===== config.mk =====
export PLATFORM = sky130hd
export DESIGN_NAME = slalu_top
export DESIGN_NICKNAME = d
export VERILOG_FILES = /design/src/logic/slalu_pkg.sv /design/src/logic/slalu_top.sv /design/src/logic/slalu_flag_reg.sv
export VERILOG_INCLUDE_DIRS = /design/src /design/src/logic
export SDC_FILE = /design/constraint.sdc
export NUM_CORES = 1
export LEC_CHECK = 0
export ABC_AREA = 1
export CAP_MARGIN = 30
export CORE_MARGIN = 2
export CORE_UTILIZATION = 53
export CTS_CLUSTER_DIAMETER = 30
export DETAILED_ROUTE_END_ITERATION = 8
export DONT_BUFFER_PORTS = 1
export GPL_TIMING_DRIVEN = 0
export PLACE_DENSITY = 0.76
export SYNTH_ARGS = -nofsm -noshare
export SYNTH_HDL_FRONTEND = slang
export SYNTH_SLANG_ARGS = --single-unit

===== constraint.sdc =====
create_clock -name clock_i -period 5.4 [get_ports clock_i]
set_input_delay 0.27 -clock clock_i [delete_from_list [all_inputs] [get_ports clock_i]]
set_output_delay 0.27 -clock clock_i [all_outputs]
set_load 0.005 [all_outputs]

===== src/logic/slalu_map.svh =====
// Opcode codes, flag bit positions, reset values and cycle counts for the ALU slice
`ifndef SLALU_MAP_SVH
`define SLALU_MAP_SVH
`define SLALU_OP_SUB_REG 4'h0
`define SLALU_OP_SUB_IMM 4'h1
`define SLALU_OP_SUBB_REG 4'h2
`define SLALU_OP_SUBB_IMM 4'h3
`define SLALU_OP_WSUB_IMM 4'h4
`define SLALU_OP_AND 4'h5
`define SLALU_OP_OR 4'h6
`define SLALU_OP_XOR 4'h7
`define SLALU_OP_INV 4'h8
`define SLALU_OP_TWOS 4'h9
`define SLALU_FLAG_C 0
`define SLALU_FLAG_Z 1
`define SLALU_FLAG_N 2
`define SLALU_FLAG_V 3
`define SLALU_FLAG_S 4
`define SLALU_FLAG_H 5
`define SLALU_FLAGS_RST 8'h00
`define SLALU_CYC_SHORT 1
`define SLALU_CYC_WORD 2
`endif


===== src/logic/slalu_pkg.sv =====
// Types shared by the ALU slice
package slalu_pkg;
	typedef struct packed {
		logic valid;
		logic [3:0] op;
		logic [4:0] dst;
		logic [7:0] rd;
		logic [7:0] rdh;
		logic [7:0] src_reg;
		logic [7:0] imm;
	} slalu_req_t;
	typedef struct packed {
		logic we;
		logic [4:0] addr;
		logic [7:0] data;
	} slalu_wb_t;
	typedef enum logic [0:0] {
		SLALU_IDLE,
		SLALU_WORD_HI
	} slalu_state_t;
endpackage


===== src/logic/slalu_top.sv =====
// Subtract and logic ALU slice with flag update and register write-back
// Contract
// [RQ1] Subtract register or immediate; ZCNVH; one cycle
// [RQ2] Subtract register and carry; ZCNVH; one cycle
// [RQ3] Subtract immediate and carry; ZCNVH; one cycle
// [RQ4] Word subtract immediate on pair; ZCNVS; two cycles
// [RQ5] AND register or immediate; ZNV; one cycle
// [RQ6] OR register or immediate; ZNV; one cycle
// [RQ7] XOR registers; ZNV updated
// [RQ8] One's and two's complement of destination
// [RQ9] Unnamed flags and other registers untouched
`include "slalu_map.svh"
module slalu_top (
	// Clock and reset
	input wire logic clock_i,
	input wire logic rst_i,
	// Request from decoder, operands read from register file
	input wire slalu_pkg::slalu_req_t req_i,
	input wire logic use_imm_i,
	// Write-back to register file, busy and status flags
	output slalu_pkg::slalu_wb_t wb_o,
	output logic busy_o,
	output logic [7:0] flags_o
);
	typedef struct packed {
		slalu_pkg::slalu_state_t st;
		slalu_pkg::slalu_wb_t wb;
		logic [7:0] hi;
		logic [4:0] hi_addr;
		logic [7:0] fval;
		logic [7:0] fupd;
	} slalu_st_t;

	slalu_st_t s_q, s_d;
	logic [7:0] flags;

	slalu_flag_reg #(.WIDTH(8)) u_flags (
		.clock_i(clock_i),
		.rst_i(rst_i),
		.upd_i(s_q.fupd),
		.val_i(s_q.fval),
		.flags_o(flags)
	);

	logic [7:0] opnd;
	logic cin;
	logic c_now;
	logic z_now;
	logic [8:0] diff;
	logic [4:0] hdiff;
	logic [15:0] wres;
	logic [7:0] lres;
	always_comb begin
		// Forward flags still in flight so back-to-back borrow ops chain
		c_now = s_q.fupd[`SLALU_FLAG_C] ? s_q.fval[`SLALU_FLAG_C] : flags[`SLALU_FLAG_C];
		z_now = s_q.fupd[`SLALU_FLAG_Z] ? s_q.fval[`SLALU_FLAG_Z] : flags[`SLALU_FLAG_Z];
		opnd = use_imm_i ? req_i.imm : req_i.src_reg;
		cin = 1'b0;
		if (req_i.op == `SLALU_OP_SUBB_REG || req_i.op == `SLALU_OP_SUBB_IMM) begin
			cin = c_now; // RQ2
		end
		diff = {1'b0, req_i.rd} - {1'b0, opnd} - {8'h00, cin}; // RQ1
		hdiff = {1'b0, req_i.rd[3:0]} - {1'b0, opnd[3:0]} - {4'h0, cin};
		wres = {req_i.rdh, req_i.rd} - {10'h000, req_i.imm[5:0]}; // RQ4
		case (req_i.op)
			`SLALU_OP_AND: lres = req_i.rd & opnd; // RQ5
			`SLALU_OP_OR: lres = req_i.rd | opnd; // RQ6
			`SLALU_OP_XOR: lres = req_i.rd ^ req_i.src_reg; // RQ7
			`SLALU_OP_INV: lres = ~req_i.rd; // RQ8
			default: lres = 8'h00 - req_i.rd; // RQ8
		endcase
	end

	always_comb begin
		s_d = s_q;
		s_d.wb.we = 1'b0;
		s_d.fupd = 8'h00; // RQ9
		case (s_q.st)
			slalu_pkg::SLALU_IDLE: begin
				if (req_i.valid) begin
					s_d.wb.addr = req_i.dst;
					s_d.wb.we = 1'b1;
					case (req_i.op)
						`SLALU_OP_SUB_REG, `SLALU_OP_SUB_IMM,
						`SLALU_OP_SUBB_REG, `SLALU_OP_SUBB_IMM: begin
							s_d.wb.data = diff[7:0];
							s_d.fupd = 8'h2F;
							s_d.fval[`SLALU_FLAG_C] = diff[8];
							s_d.fval[`SLALU_FLAG_N] = diff[7];
							s_d.fval[`SLALU_FLAG_V] = (req_i.rd[7] ^ opnd[7]) & (req_i.rd[7] ^ diff[7]);
							s_d.fval[`SLALU_FLAG_H] = hdiff[4];
							// Borrow forms set Z only on a zero result with Z already set
							if (req_i.op == `SLALU_OP_SUBB_REG || req_i.op == `SLALU_OP_SUBB_IMM) begin
								s_d.fval[`SLALU_FLAG_Z] = (diff[7:0] == 8'h00) & z_now; // RQ3
							end else begin
								s_d.fval[`SLALU_FLAG_Z] = (diff[7:0] == 8'h00); // RQ1
							end
						end
						`SLALU_OP_WSUB_IMM: begin
							s_d.wb.data = wres[7:0]; // RQ4
							s_d.hi = wres[15:8];
							s_d.hi_addr = 5'(req_i.dst + 5'h01);
							s_d.st = slalu_pkg::SLALU_WORD_HI;
							s_d.fupd = 8'h1F;
							s_d.fval[`SLALU_FLAG_C] = wres[15] & ~req_i.rdh[7];
							s_d.fval[`SLALU_FLAG_Z] = (wres == 16'h0000);
							s_d.fval[`SLALU_FLAG_N] = wres[15];
							s_d.fval[`SLALU_FLAG_V] = req_i.rdh[7] & ~wres[15];
							s_d.fval[`SLALU_FLAG_S] = wres[15] ^ (req_i.rdh[7] & ~wres[15]);
						end
						`SLALU_OP_AND, `SLALU_OP_OR, `SLALU_OP_XOR: begin
							s_d.wb.data = lres;
							s_d.fupd = 8'h0E; // RQ9
							s_d.fval[`SLALU_FLAG_Z] = (lres == 8'h00);
							s_d.fval[`SLALU_FLAG_N] = lres[7];
							s_d.fval[`SLALU_FLAG_V] = 1'b0;
						end
						`SLALU_OP_INV, `SLALU_OP_TWOS: begin
							// Flags for complements are left to the core
							s_d.wb.data = lres; // RQ8
						end
						default: begin
							s_d.wb.we = 1'b0;
						end
					endcase
				end
			end
			slalu_pkg::SLALU_WORD_HI: begin
				s_d.wb.we = 1'b1; // RQ4
				s_d.wb.addr = s_q.hi_addr;
				s_d.wb.data = s_q.hi;
				s_d.st = slalu_pkg::SLALU_IDLE;
			end
			default: s_d.st = slalu_pkg::SLALU_IDLE;
		endcase
		s_d.fval[7:6] = 2'b00;
	end

	always_ff @(posedge clock_i) begin
		if (rst_i) begin
			s_q <= '0;
		end else begin
			s_q <= s_d;
		end
	end

	logic busy_q;
	logic [7:0] flags_q;
	always_ff @(posedge clock_i) begin
		if (rst_i) begin
			wb_o <= '0;
			busy_q <= 1'b0;
			flags_q <= `SLALU_FLAGS_RST;
		end else begin
			wb_o <= s_q.wb;
			busy_q <= (s_d.st == slalu_pkg::SLALU_WORD_HI);
			flags_q <= flags;
		end
	end
	assign busy_o = busy_q;
	assign flags_o = flags_q;
endmodule


===== src/logic/slalu_flag_reg.sv =====
// Status flag register with per-bit update mask
module slalu_flag_reg #(
	parameter int WIDTH = 8
) (
	input wire logic clock_i,
	input wire logic rst_i,
	input wire logic [WIDTH-1:0] upd_i,
	input wire logic [WIDTH-1:0] val_i,
	output logic [WIDTH-1:0] flags_o
);
	generate
		for (genvar i = 0; i < WIDTH; i++) begin : g_bit
			always_ff @(posedge clock_i) begin
				if (rst_i) begin
					flags_o[i] <= 1'b0;
				end else if (upd_i[i]) begin
					flags_o[i] <= val_i[i];
				end
			end
		end
	endgenerate
endmodule


[After elaboration in Yosys (flattened, before gate mapping)]
Index checks and enable logic that the tools add are counted.
Storage, ports and cells
  word-level logic and storage cells: 89
  output and inout port bits: 23
  bits of input ports: 45
  register bits after elaboration: 74
Operators by class
  reductions and logical operators: 17
  eq/ne operators: 11
  multiplexer cells: 15
  add/sub/neg operators: 7
  bitwise operators: 15
Operators by type and width (number)
  $pmux 8 s4: 1
  $pmux 15 s2: 1
  $mux 28: 1
  $pmux 8 s3: 1
  $pmux 6 s3: 1
  $eq 4x3->1 const B: 4
  $logic_not 16->1: 1
  $logic_not 8->1: 2
  $sub 16x6->16: 1
  $mux 13: 1
  $reduce_and 3->1: 4
  $reduce_or 10->1: 1
  $pmux 3 s3: 1
  $sub 8x8->9: 1
  $sub 9x1->9: 1
  $and 8x8->8: 1
  $eq 4x2->1 const B: 2
  $eq 4x4->1 const B: 2
  $mux 8: 1
  $not 8->8: 1
  $or 8x8->8: 1
  $sub 1x8->8 const A: 1
  $xor 8x8->8: 1
  $mux 1: 6
  other kinds (18): 27

[Depth between registers and ports, before layout]
  depth in word-level cells: 8
  depth in mapped cells: 22
  depth with buffers taken out: 22

[By module]
A second synthesis with hierarchy kept.
Second synthesis, totals
  cell total of the unflattened synthesis: 779
  area total of the unflattened synthesis: 4819.6 µm²
Modules (own cells, without submodules)
  slalu_top: cells each 730, area each 4505.6 µm², seq. area each 1201.2 µm², instances 1
  slalu_flag_reg: cells each 49, area each 314.1 µm², seq. area each 160.2 µm², instances 1

[Worst setup path after synthesis]
Ideal clock, no wire load.
  path kind: input to register
  from: input port req_i[40] (netlist bit)
  to: register s_q[9] (netlist bit)
  stages on the path: 18
  data required time: 5291 ps
  path slack: 2845 ps
  buffers on the path: 1
  setup time: 109 ps
  arrival time: 2446 ps
  path through: buf_4 > nor2_1 > nand3_1 > fa_1 > fa_1 > or2_2 > nand2_1 > nand2_1 > nand2_1 > nand2_1 > nand2_1 > nor2_1 > nand3_1 > nand2_1 > inv_1 > nand3_1 > nand2_1 > inv_1
Between the ends
  longest elaborated chain between the ends: 8
  elaborated cells between the ends (all ways): 22
  classes of those cells: add/sub (1); eq/ne (8); mux (4); bitwise (1); reduce/logical (8)
RTL lines
  from (decl): RTL line slalu_top.sv:18  | input wire slalu_pkg::slalu_req_t req_i,
  $eq 4x2->1: RTL line slalu_top.sv:83  | case (req_i.op)
  $logic_or 1x1->1 (no source line)
  $mux 1: RTL line slalu_top.sv:59  | if (req_i.op == `SLALU_OP_SUBB_REG || req_i.op == `SLALU_OP_SUBB_IMM) begin
  $sub 9x1->9: RTL line slalu_top.sv:62  | diff = {1'b0, req_i.rd} - {1'b0, opnd} - {8'h00, cin};
  $logic_not 8->1: RTL line slalu_top.sv:94, slalu_top.sv:96
  $and 1x1->1: RTL line slalu_top.sv:94  | s_d.fval[`SLALU_FLAG_Z] = (diff[7:0] == 8'h00) & z_now;
  $mux 1: RTL line slalu_top.sv:93  | if (req_i.op == `SLALU_OP_SUBB_REG || req_i.op == `SLALU_OP_SUBB_IMM) begin
  $pmux 3 s3: RTL line slalu_top.sv:83
  to (signal assigned): RTL line slalu_top.sv:141  | s_q <= '0;
  to (signal assigned): RTL line slalu_top.sv:143  | s_q <= s_d;
  to (decl): RTL line slalu_top.sv:34  | slalu_st_t s_q, s_d;
Parallel ways exist; a longest one is shown, timed or not.
A chain may end at the register's enable or synchronous reset.

[Final worst setup path]
  from: register u_flags.flags_o[0]
  to: register s_q[8] (netlist bit)
Between the ends
  longest elaborated chain between the ends: 4
RTL lines
  from (decl): RTL line slalu_flag_reg.sv:9  | output logic [WIDTH-1:0] flags_o
  from (signal, indexed assignment): RTL line slalu_flag_reg.sv:17  | flags_o[i] <= val_i[i];
  $mux 1
  $mux 1: RTL line slalu_top.sv:59
  $sub 9x1->9: RTL line slalu_top.sv:62
  $pmux 1 s2: RTL line slalu_top.sv:83
Every way passes these cells.

==> results by group <==
Timing
  – Final worst path period share: between 50% and 60%
  – Relative slew slack: 64.6%
  – Layout Skew: 0.0123 ns
  – Pins Over Slew Limit: 0
  – Fin crit period: ~2.8 ns
  – Setup TNS: 0 ns
  – Hold Violations, Final: 0
  – Fin Hold WS: 0.0194 ns
  – RSZ-0062 raised after global routing: false
  – FMAX: 359 MHz
  – Worst Tran Pin Value: 0.532 ns
  – Worst setup margin: 2.62 ns
  – Final setup fails: 0

Synth
  – Post-synthesis async set-or-reset flop share: 0%
  – Post-synth EDFFs: 0
  – Post-Syn Area: 4750 µm²
  – Syn Area/Cell: 6.30 µm²
  – Sequential-to-total area share from yosys stat: a little over a quarter
  – Top_reg_cell synth: dfxtp_1
  – Synth Register Bits: 64
  – List of most frequent post-synthesis cells: nand2_1, inv_1, nor2_1, dfxtp_1, nand3_1
  – Area leader, netlist: dfxtp_1
  – Top-count cell post-synth: nand2_1
  – Number of distinct library cells after synthesis: 40
  – Yosys top cell area share: 27.0%
  – Synthesized instance count: 754
  – Synth warn: 0
  – Synth area leaders: dfxtp_1, nand2_1, inv_1, ha_1, nor2_1

Floorplanning
  – Starting Density: 54.5%
  – Die height: 98.7 µm
  – DIE AREA: 9740 µm²
  – Row count: 34
  – Core ar.: 8720 µm²
  – IO Pins: 68
  – Die span in x: 98.7 µm

Final layout
  – Final nets: 851
  – Register area: 1280 µm²
  – Fillcell total: around 870
  – Design Area, Final: ~5100 µm²
  – Share of layout cells above drive strength 1: 7.00%
  – Multi-input gate area: 2870 µm²
  – N_diodes: 0
  – Area grow syn2layout: 7.72%

Critical path
  – CP bufs+invs: 1
  – WS Path Type: flop to flop
  – Capturing element type of the critical path: flop
  – Crit path max fanout: 3
  – CP max stage delay: ~0.43 ns
  – Most frequent CP cell: nand2_1
  – WP data arrival: about 3 ns
  – Startpoint types: flop
  – Top Family by Delay on Critical Path: adder cells
  – Crit-path slowest cell: fa_1
  – WP data required: approximately 5.6 ns
  – CP cell instances: inv_1, o21ai_0, nand3_1, fa_1, fa_1, or2_2, nand2_1, nand2_1, nand4_1, o211ai_1, nand2_1, nand2_1, o21ai_0, a21oi_1

CTS
  – CTS root buffer: clkbuf_8
  – Post-cts sizing count: 0
  – CTS sink cnt: 64
  – H-Tree Depth: 3
  – CTS Hold Bufs: 0
  – CTS tree: done
  – Clock Tree Buf Depth: 2
  – Num CTS Buffers: 9
  – Total setup buffers inserted after CTS: 0
  – Worst-Skew Late Latency: between 0.3 and 0.4 ns
  – Reg clk slew, reported paths: 0.08 ns

Drt
  – WL/cell: between 10 and 15 µm
  – Vias per cell: 5.35
  – Detailed-route via count: 4707
  – Number of DRC markers in iteration 0: 261
  – DRC viols: 0
  – Routed Antenna Nets: 0
  – Detailed Routing Iterations Pass 1: 5
  – Total Wirelength: 12800 µm

Global routing
  – Total gr overflow: 0
  – Vias in the first global route: roughly 4.5k
  – First-pass GRT wire length: 21100 µm
  – Initial antenna violation count: 0
  – GRT Util Overall: 26.7%
  – Pin count of the biggest net entering global routing: 13

Placed design
  – Pre-CTS WS: about 2.4 ns
  – Post-DP HPWL: slightly above 10000 µm
  – Placer Congestion: 0.932
  – Area of placed instances: about 5000 µm²
  – PortBufs: 0

Pwr
  – VDD IR max: 115 µV
  – Design Power: between 0.001 and 0.0015 W
  – Pwr per Cell Area: 251 nW/µm²
  – Leak: 2.59 nW

Status
  – Status: completed

Run
  – Max Cap Violations: 0

Hold path
  – Worst hold path type: input pin to flop
flip-flops by register name, indices dropped and copies added (netlist names):
name and cells:
busy_o 1, flags_o 6, s_q 37, u_flags.flags_o 6, wb_o 14
logic make-up (layout without fill, tap and decap cells):
logic type               count (synthesis)  count (layout)  share of synthesized area (%)
adder cells (fa/ha/maj)                 40              40                           11.0
AND/OR/NAND/NOR                        373             373                           34.0
other                                    1               2                         0.0789
AO/OA/AOI/OAI                          107             107                           12.2
flip-flops                              64              64                           27.0
buffers and inverters                  153             169                           12.7
XOR/XNOR                                16              16                           2.95
worst register-to-register path: stages (launching register included):
cell      delay (ns)
dfxtp_1         0.31
inv_1           0.04
o21ai_0         0.20
nand3_1         0.14
fa_1            0.43
fa_1            0.43
or2_2           0.32
nand2_1         0.08
nand2_1         0.10
nand4_1         0.09
o211ai_1        0.15
nand2_1         0.09
nand2_1         0.04
o21ai_0         0.14
a21oi_1         0.08
area by class of cell:
| class | count | share of cell area, % |
|---|---|---|
| Buffer | 17 | 1.81 |
| Sequential cell | 64 | 25.0 |
| Multi-Input combinational cell | 538 | 56.0 |
| Clock buffer | 10 | 2.69 |
| Tap cell | 108 | 2.64 |
| Inverter | 136 | 10.0 |
| Clock inverter | 6 | 1.76 |
per-layer routing:
layer	part of all wire (%)	GRT usage (%)	up-vias
met4	1.6	7.48	0
met3	5.6	4.40	21
met2	48	46.6	149
met5	0	0	-
met1	45	34.1	2157
li1	-	-	2380
report_power, final:
group | switching, W | internal, W
logic | 0.000215 | 0.000109
registers | 0.00000817 | 0.000492
clock network | 0.000187 | 0.000274
metrics by stage:
| stage | std cells | util (%) |
|---|---|---|
| global placement | 863 | 56.1 |
| finish | 879 | 58.7 |
| CTS | 879 | 58.7 |
| detailed placement | 863 | 56.1 |
| global route | 879 | 58.7 |
| floorplan | 755 | - |
path summary, 6_finish.rpt:
check                                start                  end  slack, ns  cells past startpoint
max          u_flags.flags_o[0]$_SDFF_PP0_  s_q[8]$_SDFFE_PP0P_       2.62                     14
min                                  rst_i   wb_o[3]$_SDFF_PP0_       0.02                      1
max reg2reg  u_flags.flags_o[0]$_SDFF_PP0_  s_q[8]$_SDFFE_PP0P_       2.62                     14
min reg2reg             s_q[42]$_SDFF_PP0_  wb_o[13]$_SDFF_PP0_       0.40                      2
cell usage in the layout (no fill, tap or decap), types with 8 or more instances in the layout:
cell,synthesis,layout
clkbuf_8,0,10
nand4_1,14,14
nor2_1,109,109
o211ai_1,8,8
nand2_1,170,170
o21ai_0,46,46
dfxtp_1,64,64
nand3_1,53,53
xor2_1,11,11
a21oi_1,40,40
ha_1,37,37
inv_1,127,127
Note: power is estimated with default switching activity, not from simulation.
